===== src/verilog/fhsr_map.svh =====
// offsets, field positions, reset values and figures of the status and rate registers
`ifndef FHSR_MAP_SVH
`define FHSR_MAP_SVH
// ==========================================
// register offsets
`define FHSR_OFF_TAPE 3'h3
`define FHSR_OFF_STATUS 3'h4
`define FHSR_OFF_RATE 3'h4
`define FHSR_OFF_CFGCTL 3'h7
// ==========================================
// rate select register fields
`define FHSR_RATE_RESET 8'h02
`define FHSR_BIT_SWRST 7
`define FHSR_BIT_LOWPWR 6
`define FHSR_PREC_HI 4
`define FHSR_PREC_LO 2
`define FHSR_PREC_DFLT 3'h0
`define FHSR_PREC_OFF 3'h7
`define FHSR_PREC_41NS 3'h1
`define FHSR_PREC_125NS 3'h3
// ==========================================
// rate codes and drive rate settings
`define FHSR_CODE_500 2'h0
`define FHSR_CODE_300 2'h1
`define FHSR_CODE_250 2'h2
`define FHSR_CODE_1M 2'h3
`define FHSR_DRT_3MODE 2'h1
`define FHSR_DRT_2MEG 2'h2
`define FHSR_DENSITY_RESET 1'b1
`endif


===== src/verilog/fhsr_pkg.sv =====
// types shared by the status and rate register block
package fhsr_pkg;
  // decoded data rate
  typedef enum logic [2:0] {
    FHSR_RATE_2M,
    FHSR_RATE_1M,
    FHSR_RATE_500K,
    FHSR_RATE_300K,
    FHSR_RATE_250K
  } fhsr_rate_t;
  // tape register layout modes
  typedef enum logic {
    FHSR_MODE_NORMAL,
    FHSR_MODE_ENH2
  } fhsr_mode_t;
endpackage


===== src/verilog/fhsr_regs.sv =====
// host status, rate select and tape register block of the floppy controller
`timescale 1ns/1ps
`include "fhsr_map.svh"

// Operation
// - enhanced mode: tape register bits 7:6 ignore writes, read zero
// - tape bits 5:4 give drive type pair of last selected drive
// - tape bits 3:2 give boot drive from boot config bits 1:0
// - tape bits 1:0 stay read/write tape select in both modes
// - status register read-only at offset 4, readable any time
// - status read shows current state, no wait after transfer
// - status bits 3:0 high while matching drive seeks
// - status bit 4 shows command in progress
// - status bit 5 high during polled execution phase
// - status bit 6 gives direction while request set
// - status bit 7 high means host may move a byte
// - rate select loads 0x02 on hardware reset, kept on soft reset
// - active rate is latest write of rate select or config control
// - rate select bits 4:2 pick precompensation, 000 per-rate default
// - precompensation applies from configurable start track, default 0
// - bit 6 enters low power; soft reset or data/status access exits
// - bit 7 issues self-clearing controller reset like output reg reset
// - rate codes map to 1M, 500, 300, 250 kbps; pins mirror code
// - drive rate 01 makes code 01 500k, drive rate 10 makes it 2M
// - density high for codes 1M and 500 when ident high, else inverted
// - soft reset leaves tape register unchanged
module fhsr_regs (
  input wire logic clock,
  input wire logic arst_n,
  input wire logic [2:0] host_addr,
  input wire logic [7:0] host_wdata,
  input wire logic host_wr,
  input wire logic host_rd,
  output logic [7:0] host_rdata,
  input wire fhsr_pkg::fhsr_mode_t floppy_mode,
  input wire logic [1:0] last_drive_sel,
  input wire logic ctrl_reset_req,
  input wire logic [7:0] drive_type_config,
  input wire logic [7:0] boot_drive_config,
  input wire logic [1:0] drive_rate_setting,
  input wire logic [3:0] drive_seek_active,
  input wire logic cmd_busy,
  input wire logic non_dma_exec,
  input wire logic transfer_direction,
  input wire logic host_transfer_request,
  input wire logic data_access,
  input wire logic [7:0] precomp_start_track,
  input wire logic [7:0] current_track,
  input wire logic ident_pin,
  output logic [1:0] rate_code,
  output fhsr_pkg::fhsr_rate_t rate_kind,
  output logic [2:0] precomp_select,
  output logic precomp_active,
  output logic density_output,
  output logic low_power,
  output logic soft_reset
);
  import fhsr_pkg::*;

  // ==========================================
  // state
  logic [1:0] rate_reg;
  logic [1:0] rate_next;
  logic [2:0] prec_reg;
  logic [2:0] prec_next;
  logic [1:0] tape_reg;
  logic [7:0] rdata_reg;
  logic [7:0] rdata_next;
  logic lp_reg;
  logic lp_next;
  logic srst_reg;
  logic dens_reg;
  logic [2:0] psel_reg;
  logic pact_reg;
  fhsr_rate_t kind_reg;
  fhsr_rate_t kind_next;
  logic ident_meta;
  logic ident_sync;

  // ==========================================
  // address decode
  wire logic hit_tape = host_addr == `FHSR_OFF_TAPE;
  wire logic hit_stat = host_addr == `FHSR_OFF_STATUS;
  wire logic hit_cfg = host_addr == `FHSR_OFF_CFGCTL;
  wire logic wr_rate = host_wr && host_addr == `FHSR_OFF_RATE;
  wire logic wr_cfg = host_wr && hit_cfg;
  wire logic wr_tape = host_wr && hit_tape;
  wire logic rd_stat = host_rd && hit_stat;
  wire logic rd_tape = host_rd && hit_tape;
  wire logic is_enh = floppy_mode == FHSR_MODE_ENH2;

  // ==========================================
  // status and tape read values
  // live status, sampled on the read cycle itself
  wire logic [7:0] status_now = {host_transfer_request,
                                 transfer_direction,
                                 non_dma_exec,
                                 cmd_busy,
                                 drive_seek_active};

  // drive type pair picked by the last selected drive
  wire logic [1:0] type_pair = drive_type_config[{last_drive_sel, 1'b0} +: 2];
  wire logic [1:0] boot_pair = boot_drive_config[1:0];

  // upper bits read zero; normal mode leaves only the select bits
  wire logic [7:0] tape_now = is_enh ? {2'h0, type_pair, boot_pair, tape_reg}
                                     : {6'h00, tape_reg};

  // read mux, unmapped offsets read zero
  always_comb begin
    rdata_next = 8'h00;
    if (rd_stat) begin
      rdata_next = status_now;
    end else if (rd_tape) begin
      rdata_next = tape_now;
    end
  end

  // ==========================================
  // rate and precompensation selection
  // latest write of either register sets the rate
  always_comb begin
    rate_next = rate_reg;
    prec_next = prec_reg;
    if (wr_rate) begin
      rate_next = host_wdata[1:0];
      prec_next = host_wdata[`FHSR_PREC_HI:`FHSR_PREC_LO];
    end else if (wr_cfg) begin
      rate_next = host_wdata[1:0];
    end
  end

  // rate code to data rate, with drive rate remap of code 01
  always_comb begin
    case (rate_reg)
      `FHSR_CODE_1M: kind_next = FHSR_RATE_1M;
      `FHSR_CODE_500: kind_next = FHSR_RATE_500K;
      `FHSR_CODE_250: kind_next = FHSR_RATE_250K;
      default: begin
        if (drive_rate_setting == `FHSR_DRT_3MODE) begin
          kind_next = FHSR_RATE_500K;
        end else if (drive_rate_setting == `FHSR_DRT_2MEG) begin
          kind_next = FHSR_RATE_2M;
        end else begin
          kind_next = FHSR_RATE_300K;
        end
      end
    endcase
  end

  // default code stands for 41.67 ns at 1M and 125 ns elsewhere
  wire logic [2:0] psel_dflt = (kind_next == FHSR_RATE_1M) ? `FHSR_PREC_41NS
                                                            : `FHSR_PREC_125NS;
  wire logic [2:0] psel_next = (prec_reg == `FHSR_PREC_DFLT) ? psel_dflt : prec_reg;
  wire logic pact_next = (prec_reg != `FHSR_PREC_OFF) &&
                         (current_track >= precomp_start_track);
  // density follows code only; ident low inverts it
  wire logic dens_hi = (rate_reg == `FHSR_CODE_1M) || (rate_reg == `FHSR_CODE_500);
  wire logic dens_next = ident_sync ? dens_hi : !dens_hi;

  // ==========================================
  // low power and soft reset
  wire logic srst_req = wr_rate && host_wdata[`FHSR_BIT_SWRST];
  wire logic lp_exit = srst_req || ctrl_reset_req || data_access || rd_stat;
  // exit wins over entry so a reset write never parks the clock
  always_comb begin
    lp_next = lp_reg;
    if (lp_exit) begin
      lp_next = 1'b0;
    end else if (wr_rate && host_wdata[`FHSR_BIT_LOWPWR]) begin
      lp_next = 1'b1;
    end
  end

  // ==========================================
  // ident pin synchroniser
  always_ff @(posedge clock or negedge arst_n) begin
    if (!arst_n) begin
      ident_meta <= 1'b0;
      ident_sync <= 1'b0;
    end else begin
      ident_meta <= ident_pin;
      ident_sync <= ident_meta;
    end
  end

  // rate select fields, hardware reset only
  always_ff @(posedge clock or negedge arst_n) begin
    if (!arst_n) begin
      rate_reg <= 2'(`FHSR_RATE_RESET);
      prec_reg <= `FHSR_PREC_DFLT;
    end else begin
      rate_reg <= rate_next;
      prec_reg <= prec_next;
    end
  end

  // tape select, untouched by soft reset
  always_ff @(posedge clock or negedge arst_n) begin
    if (!arst_n) begin
      tape_reg <= 2'h0;
    end else if (wr_tape) begin
      tape_reg <= host_wdata[1:0];
    end
  end

  // read data one cycle after the strobe
  always_ff @(posedge clock or negedge arst_n) begin
    if (!arst_n) begin
      rdata_reg <= 8'h00;
    end else begin
      rdata_reg <= rdata_next;
    end
  end

  // control flags
  always_ff @(posedge clock or negedge arst_n) begin
    if (!arst_n) begin
      lp_reg <= 1'b0;
      srst_reg <= 1'b0;
    end else begin
      lp_reg <= lp_next;
      srst_reg <= srst_req;
    end
  end

  // registered decodes feeding the drive side
  always_ff @(posedge clock or negedge arst_n) begin
    if (!arst_n) begin
      dens_reg <= `FHSR_DENSITY_RESET;
      kind_reg <= FHSR_RATE_250K;
      psel_reg <= `FHSR_PREC_125NS;
      pact_reg <= 1'b0;
    end else begin
      dens_reg <= dens_next;
      kind_reg <= kind_next;
      psel_reg <= psel_next;
      pact_reg <= pact_next;
    end
  end

  // ==========================================
  // outputs
  assign host_rdata = rdata_reg;
  assign rate_code = rate_reg;
  assign rate_kind = kind_reg;
  assign precomp_select = psel_reg;
  assign precomp_active = pact_reg;
  assign density_output = dens_reg;
  assign low_power = lp_reg;
  assign soft_reset = srst_reg;
endmodule // fhsr_regs

===== config.mk =====
export PLATFORM = sky130hd
export DESIGN_NAME = fhsr_regs
export DESIGN_NICKNAME = d
export VERILOG_FILES = /design/src/verilog/fhsr_pkg.sv /design/src/verilog/fhsr_regs.sv
export VERILOG_INCLUDE_DIRS = /design/src /design/src/verilog
export SDC_FILE = /design/constraint.sdc
export NUM_CORES = 1
export LEC_CHECK = 0
export BUFFER_PORTS_ARGS = -buffer_cell sky130_fd_sc_hd__buf_2
export CORE_MARGIN = 1
export CORE_UTILIZATION = 45
export CTS_CLUSTER_DIAMETER = 200
export DETAILED_ROUTE_END_ITERATION = 12
export PLACE_DENSITY_LB_ADDON = 0.12
export SKIP_CTS_REPAIR_TIMING = 1
export SLEW_MARGIN = 30
export SYNTH_ARGS = -nofsm -noshare
export SYNTH_HDL_FRONTEND = slang
export SYNTH_SLANG_ARGS = --single-unit

===== constraint.sdc =====
create_clock -name clock -period 2.2 [get_ports clock]
set_input_delay 0.11 -clock clock [delete_from_list [all_inputs] [get_ports clock]]
set_output_delay 0.11 -clock clock [all_outputs]
set_load 0.01 [all_outputs]

==> impl_metrics.prom <==
# TYPE chip_impl_metric gauge
chip_impl_info{name="run_status",value="complete, no violations"} 1
chip_impl_metric{name="fmaxAchievable",unit="MHz"} 781
chip_impl_metric{name="grt_first_pass_wirelength",unit="mm"} 3.95
chip_impl_metric{name="mapped_avg_cell_area",unit="sq um"} 12.0
chip_impl_metric{name="chipHeight",unit="um"} 56.2
chip_impl_metric{name="h_tree_levels",unit=""} 1
chip_impl_metric{name="totalNegativeSetupSlack",unit="ps"} 0
chip_impl_metric{name="final.hold.worst_slack",unit="ps"} 20.4
chip_impl_metric{name="ff2ff_setup_slack",unit="ps"} 920
chip_impl_info{name="hold-path-endpoint",value="prec_reg[2]"} 1
chip_impl_info{name="cp_delay_by_family_top",value="flip-flops"} 1
chip_impl_metric{name="power-per-cell-area",unit="nW/um^2"} 602
chip_impl_metric{name="largest_register_ff_count",unit=""} 8
chip_impl_metric{name="cts.sinks",unit=""} 27
chip_impl_metric{name="cts_inserted_buffers",unit=""} 3
chip_impl_metric{name="ys_types",unit=""} 30
chip_impl_metric{name="grt_use_total",unit=""} 0.158
chip_impl_metric{name="slew_at_the_pin_with_the_worst_max_slew_slack",unit="ps"} 556
chip_impl_metric{name="final.period_utilization",unit=""} 0.582
chip_impl_metric{name="met1_usage",unit=""} 0.198
chip_impl_metric{name="io_buffers",unit=""} 75
chip_impl_metric{name="route.detailed.vias_per_inst",unit=""} 4.94
chip_impl_metric{name="cell_area_after_synthesis",unit="sq um"} 1320
chip_impl_info{name="regToRegStartpoint",value="rate_code[1]"} 1
chip_impl_metric{name="initial_utilization",unit=""} 0.479
chip_impl_metric{name="avgRoutedWirePerCell",unit="um"} 10.9
chip_impl_metric{name="post_synth_inst_count",unit=""} 110
chip_impl_metric{name="maxSlewHeadroom",unit=""} 0.629
chip_impl_metric{name="antenna_found_initial",unit=""} 0
chip_impl_metric{name="ys_ff_latch",unit=""} 27
chip_impl_metric{name="first_global_vias",unit=""} 970
chip_impl_info{name="tritoncts",value="done"} 1
chip_impl_metric{name="diodes",unit=""} 0
chip_impl_info{name="path_cells",value="inv_1, ha_1, mux2_2"} 1
chip_impl_metric{name="cp_data_required_time",unit="ps"} 2420
chip_impl_metric{name="setup_viol",unit=""} 0
chip_impl_metric{name="layout_min_cycle_time",unit="ps"} 1280
chip_impl_metric{name="worst_clock_skew",unit="ps"} 1.73
chip_impl_info{name="worst_hold_path_type",value="in -> reg"} 1
chip_impl_metric{name="critPathMaxFanout",unit=""} 5
chip_impl_info{name="rsz0062_at_grt",value="false"} 1
chip_impl_metric{name="finalHoldViolations",unit=""} 0
chip_impl_metric{name="drt_wl_total",unit="mm"} 2.48
chip_impl_metric{name="syn-num-nets",unit=""} 187
chip_impl_metric{name="dpl.hpwl",unit="mm"} 2.03
chip_impl_info{name="globalRoute.busiestLayer",value="met2"} 1
chip_impl_metric{name="maximum_number_of_pins_on_one_net_before_global_route_repair",unit=""} 28
chip_impl_metric{name="maximum_vdd_ir_drop",unit="uV"} 486
chip_impl_metric{name="fin_nets",unit=""} 274
chip_impl_metric{name="ys_seq_area_frac",unit=""} 0.517
chip_impl_info{name="final_cell_mix",value="sky130_fd_sc_hd__buf_2, sky130_fd_sc_hd__dfrtp_1, sky130_fd_sc_hd__ha_1"} 1
chip_impl_metric{name="chipWidth",unit="um"} 56.2
chip_impl_metric{name="global_route_met2_utilization",unit=""} 0.276
chip_impl_metric{name="critical_path.max_stage_delay",unit="ps"} 590
chip_impl_metric{name="yosys_warnings",unit=""} 0
chip_impl_metric{name="synth_edf_count",unit=""} 0
chip_impl_metric{name="floorplan.die_area",unit="sq um"} 3150
chip_impl_metric{name="drt_drc_violations_left",unit=""} 0
chip_impl_metric{name="fraction_of_layout_cells_with_a_size_suffix_above_1",unit=""} 0.480
chip_impl_metric{name="maxSlewViolCount",unit=""} 0
chip_impl_metric{name="grt.met3_usage",unit=""} 0.0581
chip_impl_metric{name="place_area",unit="sq um"} 1720
chip_impl_metric{name="globalplace.congestion",unit=""} 0.717
chip_impl_metric{name="total_power",unit="W"} 0.00111
chip_impl_metric{name="maxCapViolCount",unit=""} 0
chip_impl_metric{name="clock_latency",unit="ps"} 310
chip_impl_metric{name="number_of_logic_stages_on_the_critical_path_including_buffering",unit=""} 3
chip_impl_metric{name="ios",unit=""} 83
chip_impl_metric{name="route.vias.total",unit=""} 1121
chip_impl_metric{name="ys_async_sr_fraction",unit=""} 1.00
chip_impl_info{name="timing.critical_path.slowest_stage_cell",value="sky130_fd_sc_hd__dfstp_2"} 1
chip_impl_info{name="hp-start",value="host_wdata[4]"} 1
chip_impl_metric{name="globalRouteOverflowTotal",unit=""} 0
chip_impl_metric{name="drt_first_iter_violations",unit=""} 15
chip_impl_metric{name="ff2ff_path_depth",unit=""} 3
chip_impl_metric{name="cts.path.max_buffers",unit=""} 2
chip_impl_metric{name="clk_pin_slew_worst_paths",unit="ps"} 130
chip_impl_info{name="cts.root.buffer_cell",value="sky130_fd_sc_hd__clkbuf_4"} 1
chip_impl_info{name="synth_flop_cell",value="sky130_fd_sc_hd__dfrtp_1"} 1
chip_impl_info{name="r2r-end",value="rate_kind[0]"} 1
chip_impl_metric{name="worstHoldPathCells",unit=""} 2
chip_impl_info{name="layout_commonest_cell",value="sky130_fd_sc_hd__buf_2"} 1
chip_impl_metric{name="fp-row-count",unit=""} 19
chip_impl_info{name="crit_path_end_kind",value="flop"} 1
chip_impl_metric{name="drtPass1Iterations",unit=""} 4
chip_impl_metric{name="p_leak",unit="nW"} 1.02
chip_impl_metric{name="floorplan.core_area",unit="sq um"} 2760
chip_impl_metric{name="antenna_violating_nets_left",unit=""} 0
chip_impl_metric{name="timing.critical_path.arrival",unit="ps"} 1500
chip_impl_metric{name="final_area",unit="sq um"} 1840
chip_impl_metric{name="worstPathBufferInverterCount",unit=""} 1
chip_impl_info{name="setup.worst_path.class",value="reg -> reg"} 1
chip_impl_info{name="worst_setup_path_start_kind",value="flop"} 1
chip_impl_metric{name="area_growth",unit="%"} 39.5
[worst reg2reg max path, stage by stage (launching register included)]
cell and delay (ps):
sky130_fd_sc_hd__dfstp_2 590, sky130_fd_sc_hd__inv_1 90, sky130_fd_sc_hd__ha_1 230, sky130_fd_sc_hd__mux2_2 280
[metrics by stage]
| step | util | worst slack, ps | instances |
|---|---|---|---|
| final | 0.668 | 919 | 227 |
| after global routing | 0.668 | 870 | 227 |
| after CTS | 0.632 | 910 | 217 |
| after detailed placement | 0.622 | 941 | 213 |
| after global placement | 0.622 | 973 | 213 |
| after floorplan | - | 977 | 110 |
[cells by family (layout without fill, tap and decap cells)]
logic type / count (synthesis) / count (layout) / synth area share
xor+xnor: 1 / 1 / 0.00664
simple gates: 25 / 25 / 0.106
buf+inv: 16 / 102 / 0.0512
fa+ha+maj: 14 / 14 / 0.133
compound gates: 18 / 18 / 0.0938
mux: 9 / 9 / 0.0929
flops: 27 / 27 / 0.517
[report_power, final]
part           switching (W)  total (W)  internal, W
sequential         0.0000359   0.000622     0.000586
clock               0.000133   0.000204    0.0000709
combinational       0.000130   0.000282     0.000153
[area by class of cell]
| class | count | area, sq um |
|---|---|---|
| fillers | 241 | 916 |
| flip-flops and latches | 27 | 682 |
| multi-input cells | 67 | 571 |
| repair buffers | 85 | 475 |
| inverters | 13 | 48.8 |
| well taps | 31 | 38.8 |
| clock buffers | 4 | 26.3 |
[Yosys cell counts, drive strengths merged (2+ instances only)]
master	count	area (sq um)
ha	14	175
a21oi	4	20.0
mux4	2	45.0
a22o	4	35.0
and3	4	30.0
dfrtp	22	551
o21ai	4	20.0
inv	13	48.8
nand2	7	26.3
a32oi	2	17.5
or2	2	12.5
nor3	2	15.0
and2	3	18.8
nor2	2	7.51
clkbuf	2	7.51
dfstp	5	131
nor2b	3	18.8
mux2	6	67.6
[worst max path at each step]
stage | slack [ps] | startpoint | endpoint
after floorplan | 980 | rate_code[1] | rate_kind[0]
after global placement | 970 | rate_code[1] | rate_kind[0]
after detailed placement | 940 | rate_code[1] | rate_kind[0]
after CTS | 910 | rate_code[1] | rate_kind[0]
after global routing | 870 | rate_code[1] | rate_kind[0]
final | 920 | rate_code[1] | rate_kind[0]
[per-layer routing]
metal	part of all wire	wire, um
met1	0.40	998
met2	0.50	1250
met3	0.094	232
met4	0	0
met5	0	0
(Power assumes the default switching activity.)
